`src/inc/fcd_defines.svh`:
```
// Named constants of the flash command driver: command codes, addresses, timing.
// Assumes a 50 MHz controller clock and a 16-bit flash data bus.
`ifndef FCD_DEFINES_SVH
`define FCD_DEFINES_SVH

// Address layout.
`define FCD_BANK_MSB 21
`define FCD_BANK_LSB 19
`define FCD_SECT_LSB 12

// Unlock and command addresses, word and byte mode.
`define FCD_A_555 19'h00555
`define FCD_A_2AA 19'h002aa
`define FCD_A_AAA 19'h00aaa
`define FCD_A_CFIW 19'h00055
`define FCD_A_CFIB 19'h000aa

// Command data codes, low byte only.
`define FCD_D_UNL1 8'haa
`define FCD_D_UNL2 8'h55
`define FCD_D_RESET 8'hf0
`define FCD_D_ASEL 8'h90
`define FCD_D_SECIN 8'h88
`define FCD_D_ZERO 8'h00
`define FCD_D_PROG 8'ha0
`define FCD_D_BYP 8'h20
`define FCD_D_ESET 8'h80
`define FCD_D_CHIP 8'h10
`define FCD_D_SECT 8'h30
`define FCD_D_SUSP 8'hb0
`define FCD_D_CFI 8'h98

// Autoselect offsets inside a bank, word then byte.
`define FCD_OW_MFR 8'h00
`define FCD_OB_MFR 8'h00
`define FCD_OW_DEV1 8'h01
`define FCD_OB_DEV1 8'h02
`define FCD_OW_DEV2 8'h0e
`define FCD_OB_DEV2 8'h1c
`define FCD_OW_DEV3 8'h0f
`define FCD_OB_DEV3 8'h1e
`define FCD_OW_LOCK 8'h03
`define FCD_OB_LOCK 8'h06
`define FCD_OW_PROT 8'h02
`define FCD_OB_PROT 8'h04

// Timing in ns and derived cycle counts; least times round up.
`define FCD_CLK_NS 20
`define FCD_TWP_NS 35
`define FCD_TWPH_NS 30
`define FCD_TACC_NS 70
`define FCD_TRP_NS 500
`define FCD_CEIL(ns) (((ns) + `FCD_CLK_NS - 1) / `FCD_CLK_NS)
`define FCD_TWP_CYC `FCD_CEIL(`FCD_TWP_NS)
`define FCD_TWPH_CYC `FCD_CEIL(`FCD_TWPH_NS)
`define FCD_TACC_CYC `FCD_CEIL(`FCD_TACC_NS)
`define FCD_TRP_CYC `FCD_CEIL(`FCD_TRP_NS)
`define FCD_SYNC_CYC 2

`endif

```
`src/inc/fcd_pkg.sv`:
```
// Types of the flash command driver.
// Assumes fcd_defines.svh for all numeric constants.
package fcd_pkg;

    typedef enum logic [4:0] {
        CMD_READ = 5'h00, CMD_RESET = 5'h01, CMD_AS_ENTER = 5'h02, CMD_AS_READ = 5'h03,
        CMD_SEC_ENTER = 5'h04, CMD_SEC_EXIT = 5'h05, CMD_PROG = 5'h06, CMD_BYP_ENTER = 5'h07,
        CMD_BYP_PROG = 5'h08, CMD_BYP_EXIT = 5'h09, CMD_CHIP_ERASE = 5'h0a, CMD_SECT_ERASE = 5'h0b,
        CMD_SUSPEND = 5'h0c, CMD_RESUME = 5'h0d, CMD_CFI = 5'h0e, CMD_HW_RESET = 5'h0f,
        CMD_ERASE_DONE = 5'h10
    } fcd_cmd_t;

    typedef enum logic [2:0] {
        AS_MFR = 3'b000, AS_DEV1 = 3'b001, AS_DEV2 = 3'b010, AS_DEV3 = 3'b011,
        AS_LOCK = 3'b100, AS_PROT = 3'b101
    } fcd_as_t;

    typedef enum logic [2:0] {
        MD_READ = 3'b000, MD_AUTOSEL = 3'b001, MD_BYPASS = 3'b010, MD_ERASING = 3'b011,
        MD_SUSPENDED = 3'b100, MD_CFI = 3'b101, MD_SECURE = 3'b110
    } fcd_mode_t;

    typedef enum logic [2:0] {
        PH_IDLE = 3'b000, PH_START = 3'b001, PH_SETUP = 3'b010, PH_STROBE = 3'b011,
        PH_HOLD = 3'b100, PH_RECOV = 3'b101, PH_RDWAIT = 3'b110, PH_RSTP = 3'b111
    } fcd_phase_t;

    typedef struct packed {
        fcd_cmd_t cmd;
        fcd_as_t sel;
        logic [21:0] addr;
        logic [15:0] data;
    } fcd_req_t;

    typedef struct packed {
        logic rd;
        logic last;
        logic [21:0] addr;
        logic [15:0] data;
    } fcd_cyc_t;

    typedef struct packed {
        logic ce_n;
        logic we_n;
        logic oe_n;
        logic rst_n;
        logic dq_oe_n;
        logic [21:0] addr;
        logic [15:0] dq;
    } fcd_pins_t;

    typedef struct packed {
        fcd_phase_t phase;
        fcd_mode_t mode;
        logic [2:0] bank;
        logic sect;
        logic susp;
        logic [2:0] step;
        logic byte_m;
        fcd_req_t req;
        logic [4:0] cnt;
        fcd_pins_t pins;
        logic [15:0] rdata;
        logic done;
        logic refused;
    } fcd_state_t;

endpackage : fcd_pkg

```
`src/design/fcd_sync.sv`:
```
// Two-stage synchroniser for a bus of pin inputs.
// Assumes the bus is only sampled once stable, as flash read data is.
`timescale 1ns/1ps
module fcd_sync #(
    parameter int W = 16
) (
    // Clock and reset.
    input wire logic i_clk,
    input wire logic i_nrst,
    // Data.
    input wire logic [W-1:0] i_d,
    output logic [W-1:0] o_q
);
    typedef struct packed {
        logic [W-1:0] s1;
        logic [W-1:0] s2;
    } fcd_sync_st_t;

    fcd_sync_st_t s_r, s_nxt;

    // The first stage feeds only the second stage.
    always_comb begin
        s_nxt.s1 = i_d;
        s_nxt.s2 = s_r.s1;
    end

    always_ff @(posedge i_clk or negedge i_nrst) begin
        if (!i_nrst) begin
            s_r <= '0;
        end else begin
            s_r <= s_nxt;
        end
    end

    assign o_q = s_r.s2;
endmodule : fcd_sync

```
`src/design/fcd_seq_rom.sv`:
```
// Command sequence table: address, data and kind of each bus cycle.
// Assumes the caller steps i_step from zero until o_cyc.last.
`include "fcd_defines.svh"
`timescale 1ns/1ps
module fcd_seq_rom
    import fcd_pkg::*;
(
    // Request and position.
    input wire fcd_req_t i_req,
    input wire logic i_byte,
    input wire logic [2:0] i_step,
    // Cycle description.
    output fcd_cyc_t o_cyc
);
    logic [18:0] ua1, ua2;
    logic [2:0] bk;
    logic [7:0] off;
    logic [7:0] code3;

    // Pure lookup; upper data byte is zero on command cycles.
    always_comb begin
        ua1 = i_byte ? `FCD_A_AAA : `FCD_A_555;
        ua2 = i_byte ? `FCD_A_555 : `FCD_A_2AA;
        bk = i_req.addr[`FCD_BANK_MSB:`FCD_BANK_LSB];
        off = `FCD_OW_MFR;
        code3 = `FCD_D_ESET;
        o_cyc = '0;
        case (i_req.sel)
            AS_MFR: off = i_byte ? `FCD_OB_MFR : `FCD_OW_MFR;
            AS_DEV1: off = i_byte ? `FCD_OB_DEV1 : `FCD_OW_DEV1;
            AS_DEV2: off = i_byte ? `FCD_OB_DEV2 : `FCD_OW_DEV2;
            AS_DEV3: off = i_byte ? `FCD_OB_DEV3 : `FCD_OW_DEV3;
            AS_LOCK: off = i_byte ? `FCD_OB_LOCK : `FCD_OW_LOCK;
            default: off = i_byte ? `FCD_OB_PROT : `FCD_OW_PROT;
        endcase
        case (i_req.cmd)
            CMD_AS_ENTER, CMD_SEC_EXIT: code3 = `FCD_D_ASEL;
            CMD_SEC_ENTER: code3 = `FCD_D_SECIN;
            CMD_PROG: code3 = `FCD_D_PROG;
            CMD_BYP_ENTER: code3 = `FCD_D_BYP;
            default: code3 = `FCD_D_ESET;
        endcase
        case (i_req.cmd)
            CMD_READ: o_cyc = '{rd: 1'b1, last: 1'b1, addr: i_req.addr, data: 16'h0000};
            CMD_RESET: o_cyc = '{1'b0, 1'b1, 22'h000000, {8'h00, `FCD_D_RESET}};
            CMD_AS_READ: begin
                o_cyc.rd = 1'b1;
                o_cyc.last = 1'b1;
                o_cyc.addr = {bk, 19'(off)};
                if (i_req.sel == AS_PROT) begin
                    o_cyc.addr = {i_req.addr[21:`FCD_SECT_LSB], 12'(off)};
                end
            end
            CMD_BYP_PROG: begin
                o_cyc.last = (i_step != 3'h0);
                o_cyc.data = o_cyc.last ? i_req.data : {8'h00, `FCD_D_PROG};
                o_cyc.addr = o_cyc.last ? i_req.addr : 22'h000000;
            end
            CMD_BYP_EXIT: begin
                o_cyc.last = (i_step != 3'h0);
                o_cyc.data = {8'h00, o_cyc.last ? `FCD_D_ZERO : `FCD_D_ASEL};
            end
            CMD_SUSPEND: o_cyc = '{1'b0, 1'b1, {bk, 19'h00000}, {8'h00, `FCD_D_SUSP}};
            CMD_RESUME: o_cyc = '{1'b0, 1'b1, {bk, 19'h00000}, {8'h00, `FCD_D_SECT}};
            CMD_CFI: o_cyc = '{1'b0, 1'b1, {3'h0, i_byte ? `FCD_A_CFIB : `FCD_A_CFIW},
                {8'h00, `FCD_D_CFI}};
            CMD_HW_RESET, CMD_ERASE_DONE: o_cyc = '0;
            default: begin
                // Unlocked sequences share their first two cycles.
                case (i_step)
                    3'h0, 3'h3: o_cyc.addr = {3'h0, ua1};
                    3'h1, 3'h4: o_cyc.addr = {3'h0, ua2};
                    3'h2: o_cyc.addr = {(i_req.cmd == CMD_AS_ENTER) ? bk : 3'h0, ua1};
                    default: o_cyc.addr = {3'h0, ua1};
                endcase
                case (i_step)
                    3'h0: o_cyc.data = {8'h00, `FCD_D_UNL1};
                    3'h1: o_cyc.data = {8'h00, `FCD_D_UNL2};
                    3'h2: o_cyc.data = {8'h00, code3};
                    3'h3: o_cyc.data = {8'h00, `FCD_D_UNL1};
                    3'h4: o_cyc.data = {8'h00, `FCD_D_UNL2};
                    default: o_cyc.data = {8'h00, `FCD_D_CHIP};
                endcase
                o_cyc.last = (i_step == 3'h2) && (i_req.cmd == CMD_AS_ENTER
                    || i_req.cmd == CMD_SEC_ENTER || i_req.cmd == CMD_BYP_ENTER);
                if (i_step == 3'h3 && i_req.cmd == CMD_SEC_EXIT) begin
                    o_cyc.addr = 22'h000000;
                    o_cyc.data = {8'h00, `FCD_D_ZERO};
                    o_cyc.last = 1'b1;
                end
                if (i_step == 3'h3 && i_req.cmd == CMD_PROG) begin
                    o_cyc.addr = i_req.addr;
                    o_cyc.data = i_req.data;
                    o_cyc.last = 1'b1;
                end
                if (i_step == 3'h5) begin
                    o_cyc.last = 1'b1;
                    if (i_req.cmd == CMD_SECT_ERASE) begin
                        o_cyc.addr = {i_req.addr[21:`FCD_SECT_LSB], 12'h000};
                        o_cyc.data = {8'h00, `FCD_D_SECT};
                    end
                end
            end
        endcase
    end
endmodule : fcd_seq_rom

```
`src/design/fcd_host.sv`:
```
// Host-side driver for a banked asynchronous NOR flash command interface.
// Assumes the flash pins are wired straight to o_flash / i_dq_in and that
// the user waits for o_req_ready before each request.
`include "fcd_defines.svh"
`timescale 1ns/1ps
module fcd_host
    import fcd_pkg::*;
(
    // Clock and reset.
    input wire logic i_clk,
    input wire logic i_nrst,
    // User request port.
    input wire logic i_req_valid,
    input wire fcd_req_t i_req,
    input wire logic i_byte_mode,
    output logic o_req_ready,
    output logic o_done,
    output logic o_refused,
    output logic [15:0] o_rdata,
    output fcd_mode_t o_mode,
    // Flash pins.
    output fcd_pins_t o_flash,
    output logic o_byte_n,
    input wire logic [15:0] i_dq_in
);
    localparam fcd_pins_t PINS_IDLE = '{ce_n: 1'b1, we_n: 1'b1, oe_n: 1'b1, rst_n: 1'b1,
        dq_oe_n: 1'b1, addr: 22'h000000, dq: 16'h0000};
    localparam fcd_state_t ST_RST = '{phase: PH_IDLE, mode: MD_READ, pins: PINS_IDLE, default: '0};

    fcd_state_t s_r, s_nxt;
    fcd_cyc_t cyc;
    logic [15:0] dq_sync;
    logic legal;
    logic fin;
    logic [2:0] req_bank;
    logic accept;

    // Read data come from the pins and must be synchronised first.
    fcd_sync #(
        .W(16)
    ) u_dq_sync (
        .i_clk(i_clk),
        .i_nrst(i_nrst),
        .i_d(i_dq_in),
        .o_q(dq_sync)
    );

    fcd_seq_rom u_rom (
        .i_req(s_r.req),
        .i_byte(s_r.byte_m),
        .i_step(s_r.step),
        .o_cyc(cyc)
    );

    assign req_bank = i_req.addr[`FCD_BANK_MSB:`FCD_BANK_LSB];
    assign accept = (s_r.phase == PH_IDLE) && i_req_valid;

    // Requests the flash would ignore or misread are refused before any bus cycle.
    always_comb begin
        legal = 1'b0;
        case (i_req.cmd)
            CMD_READ: legal = 1'b1;
            CMD_RESET: legal = (s_r.mode != MD_ERASING) && (s_r.mode != MD_BYPASS);
            CMD_AS_ENTER: legal = (s_r.mode == MD_READ) || (s_r.mode == MD_SUSPENDED);
            CMD_AS_READ: legal = (s_r.mode == MD_AUTOSEL) && (req_bank == s_r.bank);
            CMD_SEC_ENTER: legal = (s_r.mode == MD_READ);
            CMD_SEC_EXIT: legal = (s_r.mode == MD_SECURE);
            CMD_PROG: legal = (s_r.mode == MD_READ) || (s_r.mode == MD_SECURE)
                || (s_r.mode == MD_SUSPENDED);
            CMD_BYP_ENTER: legal = (s_r.mode == MD_READ);
            CMD_BYP_PROG, CMD_BYP_EXIT: legal = (s_r.mode == MD_BYPASS);
            CMD_CHIP_ERASE, CMD_SECT_ERASE: legal = (s_r.mode == MD_READ);
            CMD_SUSPEND: legal = (s_r.mode == MD_ERASING) && s_r.sect && (req_bank == s_r.bank);
            CMD_RESUME: legal = (s_r.mode == MD_SUSPENDED) && (req_bank == s_r.bank);
            CMD_CFI: legal = (s_r.mode == MD_READ) || (s_r.mode == MD_AUTOSEL);
            CMD_ERASE_DONE: legal = (s_r.mode == MD_ERASING);
            CMD_HW_RESET: legal = 1'b1;
            default: legal = 1'b0;
        endcase
    end

    assign fin = cyc.last || (s_r.req.cmd == CMD_HW_RESET);

    // Bus cycle sequencer and bank mode tracker.
    always_comb begin
        s_nxt = s_r;
        s_nxt.done = 1'b0;
        s_nxt.refused = 1'b0;
        case (s_r.phase)
            PH_IDLE: begin
                if (i_req_valid) begin
                    s_nxt.req = i_req;
                    s_nxt.byte_m = i_byte_mode;
                    s_nxt.step = 3'h0;
                    if (!legal) begin
                        s_nxt.refused = 1'b1;
                    end else if (i_req.cmd == CMD_ERASE_DONE) begin
                        s_nxt.mode = MD_READ;
                        s_nxt.susp = 1'b0;
                        s_nxt.done = 1'b1;
                    end else if (i_req.cmd == CMD_HW_RESET) begin
                        s_nxt.pins.rst_n = 1'b0;
                        s_nxt.cnt = 5'(`FCD_TRP_CYC - 1);
                        s_nxt.phase = PH_RSTP;
                    end else begin
                        s_nxt.phase = PH_START;
                    end
                end
            end
            PH_START: begin
                // Address settles a full cycle before the strobe falls.
                s_nxt.pins.addr = cyc.addr;
                s_nxt.pins.ce_n = 1'b0;
                if (cyc.rd) begin
                    s_nxt.pins.oe_n = 1'b0;
                    s_nxt.cnt = 5'(`FCD_TACC_CYC + `FCD_SYNC_CYC - 1);
                    s_nxt.phase = PH_RDWAIT;
                end else begin
                    s_nxt.pins.dq = cyc.data;
                    s_nxt.pins.dq_oe_n = 1'b0;
                    s_nxt.phase = PH_SETUP;
                end
            end
            PH_SETUP: begin
                s_nxt.pins.we_n = 1'b0;
                s_nxt.cnt = 5'(`FCD_TWP_CYC - 1);
                s_nxt.phase = PH_STROBE;
            end
            PH_STROBE: begin
                if (s_r.cnt == 5'h00) begin
                    s_nxt.pins.we_n = 1'b1;
                    s_nxt.phase = PH_HOLD;
                end else begin
                    s_nxt.cnt = s_r.cnt - 5'h01;
                end
            end
            PH_HOLD: begin
                // Data stay driven one cycle past the rising strobe.
                s_nxt.pins.ce_n = 1'b1;
                s_nxt.pins.dq_oe_n = 1'b1;
                s_nxt.cnt = 5'(`FCD_TWPH_CYC - 1);
                s_nxt.phase = PH_RECOV;
            end
            PH_RDWAIT: begin
                if (s_r.cnt == 5'h00) begin
                    s_nxt.rdata = dq_sync;
                    s_nxt.pins.oe_n = 1'b1;
                    s_nxt.pins.ce_n = 1'b1;
                    s_nxt.cnt = 5'(`FCD_TWPH_CYC - 1);
                    s_nxt.phase = PH_RECOV;
                end else begin
                    s_nxt.cnt = s_r.cnt - 5'h01;
                end
            end
            PH_RSTP: begin
                if (s_r.cnt == 5'h00) begin
                    s_nxt.pins.rst_n = 1'b1;
                    s_nxt.cnt = 5'(`FCD_TWPH_CYC - 1);
                    s_nxt.phase = PH_RECOV;
                end else begin
                    s_nxt.cnt = s_r.cnt - 5'h01;
                end
            end
            PH_RECOV: begin
                if (s_r.cnt != 5'h00) begin
                    s_nxt.cnt = s_r.cnt - 5'h01;
                end else if (!fin) begin
                    s_nxt.step = s_r.step + 3'h1;
                    s_nxt.phase = PH_START;
                end else begin
                    s_nxt.done = 1'b1;
                    s_nxt.phase = PH_IDLE;
                    case (s_r.req.cmd)
                        CMD_AS_ENTER: begin
                            s_nxt.mode = MD_AUTOSEL;
                            s_nxt.susp = (s_r.mode == MD_SUSPENDED);
                            s_nxt.bank = s_r.req.addr[`FCD_BANK_MSB:`FCD_BANK_LSB];
                        end
                        CMD_RESET: begin
                            if (s_r.mode == MD_AUTOSEL || s_r.mode == MD_CFI) begin
                                s_nxt.mode = s_r.susp ? MD_SUSPENDED : MD_READ;
                            end
                        end
                        CMD_SEC_ENTER: s_nxt.mode = MD_SECURE;
                        CMD_SEC_EXIT, CMD_BYP_EXIT: s_nxt.mode = MD_READ;
                        CMD_BYP_ENTER: s_nxt.mode = MD_BYPASS;
                        CMD_CHIP_ERASE, CMD_SECT_ERASE: begin
                            s_nxt.mode = MD_ERASING;
                            s_nxt.sect = (s_r.req.cmd == CMD_SECT_ERASE);
                            s_nxt.bank = s_r.req.addr[`FCD_BANK_MSB:`FCD_BANK_LSB];
                        end
                        CMD_SUSPEND: begin
                            s_nxt.mode = MD_SUSPENDED;
                            s_nxt.susp = 1'b1;
                        end
                        CMD_RESUME: begin
                            s_nxt.mode = MD_ERASING;
                            s_nxt.susp = 1'b0;
                        end
                        CMD_CFI: s_nxt.mode = MD_CFI;
                        CMD_HW_RESET: begin
                            s_nxt.mode = MD_READ;
                            s_nxt.susp = 1'b0;
                        end
                        default: s_nxt.mode = s_r.mode;
                    endcase
                end
            end
            default: s_nxt.phase = PH_IDLE;
        endcase
    end

    always_ff @(posedge i_clk or negedge i_nrst) begin
        if (!i_nrst) begin
            s_r <= ST_RST;
        end else begin
            s_r <= s_nxt;
        end
    end

    // Outputs; ready and o_byte_n are the only combinational ones.
    assign o_req_ready = (s_r.phase == PH_IDLE);
    assign o_done = s_r.done;
    assign o_refused = s_r.refused;
    assign o_rdata = s_r.rdata;
    assign o_mode = s_r.mode;
    assign o_flash = s_r.pins;
    assign o_byte_n = ~s_r.byte_m;
endmodule : fcd_host

```
`config.mk`:
```
export PLATFORM = sky130hd
export DESIGN_NAME = fcd_host
export DESIGN_NICKNAME = d
export VERILOG_FILES = /design/src/inc/fcd_pkg.sv /design/src/design/fcd_sync.sv /design/src/design/fcd_seq_rom.sv /design/src/design/fcd_host.sv
export VERILOG_INCLUDE_DIRS = /design/src /design/src/inc
export SDC_FILE = /design/constraint.sdc
export NUM_CORES = 1
export LEC_CHECK = 0
export ABC_AREA = 1
export BUFFER_PORTS_ARGS = -buffer_cell sky130_fd_sc_hd__buf_2
export CAP_MARGIN = 30
export CORE_MARGIN = 1.5
export CORE_UTILIZATION = 40
export CTS_CLUSTER_SIZE = 40
export DETAILED_ROUTE_END_ITERATION = 6
export PLACE_DENSITY = 0.61
export REMOVE_ABC_BUFFERS = 1
export SLEW_MARGIN = 20
export SYNTH_ARGS = -nofsm -noshare
export SYNTH_HDL_FRONTEND = slang
export SYNTH_SLANG_ARGS = --single-unit
```
`constraint.sdc`:
```
create_clock -name i_clk -period 2.65 [get_ports i_clk]
set_clock_uncertainty 0.1 [all_clocks]
set_input_delay 0.53 -clock i_clk [delete_from_list [all_inputs] [get_ports i_clk]]
set_output_delay 0.53 -clock i_clk [all_outputs]
set_load 0.01 [all_outputs]
```
# Yosys cells after proc, flatten, opt, wreduce, memory -nomap -nowiden
# Index checks and enable logic that the tools add are counted.
[word_totals]
reg_bits = 159
input_bits = 66
out_inout_bits = 66
elab_cells = 250
[classes]
n_addsub = 2
eq_ne = 77
mux = 78
bitwise = 3
n_reduce_logical = 66
[ops]
columns = ["op", "count"]
rows = [
  ["22-bit case mux with 6 select lines", 1],
  ["39-bit two-way mux", 3],
  ["16-bit case mux with 7 select lines", 1],
  ["5-bit by 4-bit == test with 1-bit output, second input constant", 16],
  ["56-bit two-way mux", 1],
  ["5-bit two-way mux", 9],
  ["22-bit case mux with 2 select lines", 1],
  ["5-bit by 3-bit == test with 1-bit output, second input constant", 8],
  ["8-bit case mux with 5 select lines", 1],
  ["3-bit two-way mux", 13],
  ["38-bit two-way mux", 1],
  ["3-bit == test, second input constant", 11],
  ["8-bit case mux with 4 select lines", 1],
  ["5-bit case mux with 6 select lines", 1],
  ["2-bit OR reduction", 13],
  ["3-bit by 2-bit == test with 1-bit output, second input constant", 8],
  ["8-bit two-way mux", 3],
  ["2-bit != test, second input constant", 12],
  ["3-bit case mux with 8 select lines", 1],
  ["8-bit case mux with 3 select lines", 1],
  ["22-bit two-way mux", 1],
  ["3-bit case mux with 7 select lines", 1],
  ["5-bit by 2-bit == test with 1-bit output, second input constant", 4],
  ["19-bit two-way mux", 1],
  ["40 further kinds", 113],
]

# Longest topological paths before layout
# Gate-level depths: netlist of run 1.
[depth]
ltp_word = 13
depth_mapped = 15
ltp_nobuf = 15

# By module
# Synthesis of run 1 repeated with hierarchy kept, for this count alone.
[unflattened]
cells_unflattened = 1162
hier_area_um2 = 8643.3
[modules_own_cells]
columns = ["module", "n_inst", "cells_each", "area_per_inst_um2", "seq_area_each_um2"]
rows = [
  ["fcd_host", 1, 794, 6261.0, 3184.3],
  ["fcd_seq_rom", 1, 336, 1581.5, 0.0],
  ["fcd_sync", 1, 32, 800.8, 800.8],
]

# Worst setup path before layout of run 1
# No wires, ideal clock.
[synth_path]
kind = "reg-to-reg"
start = "reg s_r[61] (netlist bit)"
end = "reg s_r, in the netlist o_rdata[10]"
arrival_ns = 1.743
setup_slack_ns = 0.742
stages_incl_launch_ff = 11
n_path_buf = 1
synth_period_minus_slack_ns = 1.908
path_cell_list = "dfrtp_1 > inv_1 > ha_1 > nor3b_1 > nand2_1 > inv_1 > nand2_2 > inv_1 > buf_2 > nand2_1 > nand2_1"
[synth_via]
elab_chain_len = 2
[synth_rtl]
columns = ["element", "line", "rtl"]
rows = [
  ["start, declared", "fcd_host.sv:30", "fcd_state_t s_r, s_nxt;"],
  ["start signal, assigned", "fcd_host.sv:217", "s_r <= s_nxt;"],
  ["5-bit logical NOT", "fcd_host.sv:145", "if (s_r.cnt == 5'h00) begin"],
  ["2-bit AND reduction (no source line)", "n/a", ""],
]
# Every way passes these cells.
# A chain may end at the register's enable or synchronous reset.

# Final worst setup path of run 1
[layout_path]
start = "reg s_r[61] (netlist bit)"
end = "reg s_r, in the netlist o_rdata[6]"
# The elaborated chain is that of the path after synthesis.

==> results_dict.tcl, run 1 <==
set metrics [dict create \
    finalSetupViolCount 0 \
    slew-limit-headroom 0.6475 \
    clock_tree.htree_level_count 4 \
    drt_iter0_markers 299 \
    worst_path_max_delay_cell "sky130_fd_sc_hd__dfrtp_1" \
    synthesized_area_mm2 0.007876 \
    via_count_of_the_routed_design 6046 \
    grt_util_all_layers 0.1819 \
    drv_cap 0 \
    drive_above_1_share 0.2583 \
    drt_drc_violations_left 0 \
    finalHoldWorstSlack_ns 0.1045 \
    critPathKind "reg2reg" \
    hold_violations 0 \
    syn_inst 901 \
    finalWorstPathRequiredPeriod_ns 2.269 \
    worst_setup_hold_path_clk_slew_ns 0.07 \
    kind_of_end_point_of_the_critical_path "flop" \
    cts_tree "built" \
    setup.worst_path.start_class "flop" \
    synth.ff_latch_count 159 \
    port_buffers 131 \
    cts-buffers-inserted 17 \
    totalNegativeSetupSlack_ns 0 \
    power_leakage_nw 4.580 \
    hpwlAfterDp_um 13030 \
    grt_pass1_wl_um 29050 \
    detail_route.vias_per_cell 4.798 \
    post-route-period-util 0.8561 \
    status "complete, no violations" \
    crit_path_cell_trace "inv_1 > ha_1 > nor3b_1 > nand2_1 > inv_1 > nand2_2 > inv_1 > nand2_1 > nand2_1" \
    critical-path-top-delay-family "buffers and inverters" \
    postCtsSetupRepairBufs 0 \
    drt_pre_antenna_iters 7 \
    height_of_the_die_um 143.3 \
    nNetsFinal 1054 \
    num-fill-cells 1945 \
    clock_latency_ns 0.42 \
    initial_utilization 0.4060 \
    worstPathRequired_ns 2.92 \
    die_w_um 143.3 \
    synth-async-reset-ratio 1.000 \
    critical_path.max_fanout 16 \
    clock_sinks 159 \
    cpPeakStageDelay_ns 0.40 \
    ctsRootBufferMaster "sky130_fd_sc_hd__clkbuf_16" \
    final_cell_utilization_of_the_core 0.4659 \
    crit_arrival_ns 2.54 \
    hold_path.class "in2reg" \
    seq_area_frac_synth 0.5060 \
    detail_route.wl_per_cell_um 14.25 \
    tightestPinTransition_ns 0.5287 \
    core_region_area_mm2 0.01940 \
    maxClockFrequency_mhz 440.8 \
    syn_area_per_cell_um2 8.742 \
    antenna_cells_inserted 0 \
    edff_count_synth 0 \
    drt.antenna.violating_nets 0 \
    clock_tree.buffer_depth 2 \
    grt_setup_unrepaired "false" \
    routed_wl_um 17960 \
    finalWeightedCongestion 0.9619 \
    yosysWarningCount 0 \
    rows 51 \
    critical_path.n_buffers_inverters 3 \
    timing_max_transition_violations_final 0 \
    most_frequently_used_flop_master_after_synthesis "sky130_fd_sc_hd__dfrtp_1" \
    grt_antenna_before_repair 0 \
    grt_pass1_vias 5710 \
    pin_count_of_the_biggest_net_entering_global_routing 62 \
    synth_cell_type_count 47 \
    area.growth.synth_to_final_pct 14.74 \
    powerDensity_mw_per_mm2 1181 \
    design.portCount 132 \
    grt_remaining_overflow 0 \
    design.die.area_mm2 0.02054 \
    vdd_drop_max_uv 562.9 \
]
-- layer usage --
layer,GRT usage,wire (um)
met5,0,0
met4,0.05102,195
met3,0.04598,813
met2,0.2888,8479
met1,0.2472,8470
-- stage by stage --
stage          power (mW)  cells  cell area (um2)  worst slack, ns
2_1_floorplan       6.838    819             7320          0.07411
3_3_place_gp        8.296   1227             8456           0.3762
3_5_place_dp        8.360   1227             8456           0.3441
4_1_cts             10.79   1260             9037           0.3398
5_1_grt             11.53   1260             9037          0.06094
6_report            10.67   1260             9037           0.3812
-- synth_stat cells, types with 2 or more instances --
| cell | n | area share |
|---|---|---|
| sky130_fd_sc_hd__nand2_1 | 240 | 0.11 |
| sky130_fd_sc_hd__dfrtp_1 | 154 | 0.49 |
| sky130_fd_sc_hd__nor2_1 | 72 | 0.034 |
| sky130_fd_sc_hd__inv_1 | 65 | 0.031 |
| sky130_fd_sc_hd__buf_4 | 63 | 0.060 |
| sky130_fd_sc_hd__o21ai_0 | 53 | 0.034 |
| sky130_fd_sc_hd__nand3_1 | 40 | 0.025 |
| sky130_fd_sc_hd__mux2_2 | 35 | 0.050 |
| sky130_fd_sc_hd__a21oi_1 | 32 | 0.020 |
| sky130_fd_sc_hd__o21ai_1 | 20 | 0.013 |
| sky130_fd_sc_hd__buf_2 | 10 | 0.0064 |
| sky130_fd_sc_hd__nand2_2 | 8 | 0.0064 |
| sky130_fd_sc_hd__or2_2 | 8 | 0.0064 |
| sky130_fd_sc_hd__clkbuf_1 | 7 | 0.0033 |
| sky130_fd_sc_hd__inv_2 | 7 | 0.0033 |
| sky130_fd_sc_hd__nand4_1 | 7 | 0.0056 |
| sky130_fd_sc_hd__a21boi_1 | 6 | 0.0057 |
| sky130_fd_sc_hd__ha_1 | 6 | 0.0095 |
| sky130_fd_sc_hd__a211oi_1 | 5 | 0.0048 |
| sky130_fd_sc_hd__dfstp_2 | 5 | 0.017 |
| sky130_fd_sc_hd__nor2_2 | 5 | 0.0040 |
| sky130_fd_sc_hd__xnor2_1 | 5 | 0.0056 |
| sky130_fd_sc_hd__nand3_2 | 4 | 0.0051 |
| sky130_fd_sc_hd__nor3_1 | 4 | 0.0025 |
| sky130_fd_sc_hd__o2111ai_1 | 4 | 0.0044 |
| sky130_fd_sc_hd__o21a_1 | 4 | 0.0038 |
| sky130_fd_sc_hd__o21bai_1 | 4 | 0.0038 |
| sky130_fd_sc_hd__a2bb2oi_1 | 3 | 0.0033 |
| sky130_fd_sc_hd__nor2_4 | 3 | 0.0043 |
| sky130_fd_sc_hd__a22oi_1 | 2 | 0.0019 |
| sky130_fd_sc_hd__buf_1 | 2 | 0.00095 |
| sky130_fd_sc_hd__nand2_4 | 2 | 0.0029 |
| sky130_fd_sc_hd__o31ai_1 | 2 | 0.0019 |
-- repair_timing --
item / CTS / global route
hold buffers: 1 / 0
resized for setup: 0 / 0
hold endpoints to repair: 51 / 0
-- path summary, 6_finish.rpt --
path | cells after the start | slack (ns) | to | start
setup / recovery | 9 | 0.38 | o_rdata[6] | s_r[61]
hold / removal | 1 | 0.10 | u_dq_sync.s_nxt[3] | i_dq_in[3]
setup reg to reg | 9 | 0.38 | o_rdata[6] | s_r[61]
hold reg to reg | 0 | 0.24 | u_dq_sync.o_q[11] | u_dq_sync.s_nxt[11]
max in group asynchronous | 3 | 1.25 | o_flash[41] | i_nrst
min in group asynchronous | 2 | 0.53 | u_dq_sync.o_q[9] | i_nrst
-- power breakdown --
part | internal, mW | total, mW | switching (mW)
Combinational | 1.71 | 4.46 | 2.75
Sequential | 3.27 | 3.85 | 0.581
Clock | 1.26 | 2.36 | 1.10
Total | 6.24 | 10.7 | 4.43
-- logic make-up (layout without fill, tap and decap cells) --
| family | Yosys count | count (layout) | synth area share |
|---|---|---|---|
| mux | 35 | 35 | 0.05004 |
| compound gates | 143 | 143 | 0.1060 |
| simple gates | 398 | 398 | 0.2168 |
| buf+inv | 155 | 249 | 0.1061 |
| xor+xnor | 5 | 5 | 0.005560 |
| flops | 159 | 159 | 0.5060 |
| fa+ha+maj | 6 | 6 | 0.009531 |
-- final cells by class --
| type | instances | area, um2 | area share |
|---|---|---|---|
| repair buffers | 144 | 812.0 | 0.08985 |
| multi-input cells | 587 | 3058 | 0.3384 |
| clock buffers | 18 | 429.2 | 0.04749 |
| flip-flops and latches | 159 | 3985 | 0.4410 |
| inverters | 73 | 279.0 | 0.03087 |
| well taps | 265 | 331.6 | 0.03669 |
| clock inverters | 14 | 142.6 | 0.01578 |
-- state kept, by name (all words and copies together) (netlist names) --
name / count
u_dq_sync.o_q: 16
o_refused: 1
o_rdata: 16
o_done: 1
o_mode: 3
u_dq_sync.s_nxt: 16
o_flash: 43
s_r: 63
-- cells in the final DEF (no fill, tap or decap), types with 4 or more instances in the layout --
cell,count
sky130_fd_sc_hd__nand3_1,40
sky130_fd_sc_hd__o21ai_0,53
sky130_fd_sc_hd__a21oi_1,32
sky130_fd_sc_hd__nand3_2,4
sky130_fd_sc_hd__o21ai_1,20
sky130_fd_sc_hd__nor3_1,4
sky130_fd_sc_hd__inv_1,65
sky130_fd_sc_hd__buf_4,8
sky130_fd_sc_hd__nor2_2,5
sky130_fd_sc_hd__inv_8,6
sky130_fd_sc_hd__ha_1,6
sky130_fd_sc_hd__a211oi_1,5
sky130_fd_sc_hd__nand4_1,7
sky130_fd_sc_hd__o21bai_1,4
sky130_fd_sc_hd__xnor2_1,5
sky130_fd_sc_hd__nor2_1,72
sky130_fd_sc_hd__a21boi_1,6
sky130_fd_sc_hd__o2111ai_1,4
sky130_fd_sc_hd__dfstp_2,5
sky130_fd_sc_hd__dfrtp_1,154
sky130_fd_sc_hd__nand2_1,239
sky130_fd_sc_hd__inv_6,4
sky130_fd_sc_hd__buf_2,130
sky130_fd_sc_hd__or2_2,8
sky130_fd_sc_hd__nand2_2,9
sky130_fd_sc_hd__o21a_1,4
sky130_fd_sc_hd__mux2_2,35
sky130_fd_sc_hd__buf_12,4
sky130_fd_sc_hd__inv_2,7
sky130_fd_sc_hd__clkbuf_16,17
Note: power is estimated with default switching activity, not from simulation.
==> inputs of run 2 (changes only) <==
==> constraint.sdc (replaced) <==
create_clock -name i_clk -period 2.65 [get_ports i_clk]
set_clock_uncertainty 0.1 [all_clocks]
set_input_delay 0.1325 -clock i_clk [delete_from_list [all_inputs] [get_ports i_clk]]
set_output_delay 0.1325 -clock i_clk [all_outputs]
set_load 0.01 [all_outputs]
==> results_dict.tcl, run 2 (same netlist as run 1, synthesis figures left out) <==
set metrics [dict create \
    design.die.area_mm2 0.02054 \
    vdd_drop_max_uv 604.2 \
    worst_path_max_delay_cell "sky130_fd_sc_hd__inv_1" \
    hold_path.class "in2reg" \
    clock_latency_ns 0.43 \
    initial_utilization 0.4060 \
    crit_arrival_ns 2.59 \
    hold_violations 0 \
    worst_hold_path.num_cells 3 \
    height_of_the_die_um 143.3 \
    drt_pre_antenna_iters 5 \
    clock_sinks 159 \
    worst-r2r-cell-count 9 \
    drive_above_1_share 0.2427 \
    grt_util_all_layers 0.1931 \
    slew-limit-headroom 0.5607 \
    cts_tree "built" \
    maxClockFrequency_mhz 431.4 \
    grt_remaining_overflow 0 \
    drt.antenna.violating_nets 0 \
    via_count_of_the_routed_design 6333 \
    placed_area_mm2 0.008428 \
    final_cell_utilization_of_the_core 0.4979 \
    timing_max_transition_violations_final 0 \
    final_common_cell "sky130_fd_sc_hd__nand2_1" \
    preCtsSetupSlack_ns 0.3181 \
    top_signal_layer_used "met4" \
    die_w_um 143.3 \
    port_buffers 131 \
    detail_route.vias_per_cell 4.798 \
    hpwlAfterDp_um 13050 \
    totalNegativeSetupSlack_ns 0 \
    clock_tree.buffer_depth 2 \
    worst_setup_hold_path_clk_slew_ns 0.08 \
    power_leakage_nw 4.843 \
    antenna_cells_inserted 0 \
    finalWeightedCongestion 0.9168 \
    grt_antenna_before_repair 0 \
    powerDensity_mw_per_mm2 1121 \
    post-route-period-util 0.8746 \
    clock_tree.htree_level_count 4 \
    tightestPinTransition_ns 0.6590 \
    worstPathRequired_ns 2.92 \
    cts-buffers-inserted 17 \
    grt_pass1_wl_um 30620 \
    nNetsFinal 1114 \
    drt_drc_violations_left 0 \
    kind_of_end_point_of_the_critical_path "flop" \
    cts_repair_resize_count 0 \
    largest_register "s_r" \
    rows 51 \
    design.portCount 132 \
    crit_path_cell_trace "inv_1 > ha_1 > nor3b_1 > nand2_1 > inv_1 > nand2_2 > inv_1 > nand2_1 > nand2_1" \
    critical_path.max_fanout 16 \
    ctsRootBufferMaster "sky130_fd_sc_hd__clkbuf_16" \
    detail_route.wl_per_cell_um 14.11 \
    area.growth.synth_to_final_pct 22.64 \
    final_area_mm2 0.009659 \
    drt_iter0_markers 363 \
    setup.worst_path.start_class "flop" \
    met2_length_um 8957 \
    finalHoldWorstSlack_ns 0.03665 \
    critPathKind "reg2reg" \
    finalSetupViolCount 0 \
    pin_count_of_the_biggest_net_entering_global_routing 74 \
    cpPeakStageDelay_ns 0.41 \
    core_region_area_mm2 0.01940 \
    finalWorstPathRequiredPeriod_ns 2.318 \
    postCtsSetupRepairBufs 0 \
    status "complete, no violations" \
    drv_cap 0 \
    grt_pass1_vias 6100 \
    grt_setup_unrepaired "false" \
    met3_wirelength_um 848 \
    routed_wl_um 18630 \
    layout_setup_ws_ns 0.3322 \
    max_reg_flops 63 \
    most-common-layout-cells "sky130_fd_sc_hd__nand2_1 (239), sky130_fd_sc_hd__dfrtp_1 (154), sky130_fd_sc_hd__buf_2 (130)" \
    cts_hold_repair.buffers 63 \
    route.layer.met1.wl_um 8491 \
]
[run 2: per-layer routing]
metal,up-vias,global-route usage
li1,3152,-
met1,2993,0.2545
met2,166,0.3188
met3,22,0.03899
met4,0,0.06391
met5,-,0
[run 2: path summary, 6_finish.rpt]
path | from | slack [ns] | to
worst max-delay path | s_r[61] | 0.33 | o_rdata[4]
worst min-delay path | i_req[42] | 0.04 | s_r[108]
worst max register to register | s_r[61] | 0.33 | o_rdata[4]
worst min register to register | u_dq_sync.s_nxt[15] | 0.25 | u_dq_sync.o_q[15]
max in group asynchronous | i_nrst | 1.55 | o_flash[15]
min in group asynchronous | i_nrst | 0.18 | u_dq_sync.s_nxt[9]
[run 2: worst max-delay path, delay by kind of cell (launching register included)]
| kind | cells | cell delay (ns) |
|---|---|---|
| buf+inv | 3 | 0.81 |
| fa+ha+maj | 1 | 0.19 |
| flops | 1 | 0.39 |
| simple gates | 5 | 0.79 |
[run 2: cell type report]
| class | count | area (um2) |
|---|---|---|
| Fill cell | 1872 | 9739 |
| Sequential cell | 159 | 3985 |
| Multi-Input combinational cell | 587 | 3058 |
| Timing Repair Buffer | 204 | 1405 |
| Clock buffer | 18 | 439.2 |
| Tap cell | 265 | 331.6 |
| Inverter | 73 | 279.0 |
| Clock inverter | 14 | 161.4 |
[run 2: metrics by stage]
| step | std cells | total power, mW |
|---|---|---|
| floorplan | 819 | 6.838 |
| global placement | 1225 | 8.302 |
| detailed placement | 1225 | 8.361 |
| CTS | 1320 | 10.93 |
| global route | 1320 | 11.69 |
| finish | 1320 | 10.83 |
[run 2: power by group]
group	switching, mW	internal (mW)
logic	2.76	1.76
clock network	1.15	1.30
registers	0.602	3.27
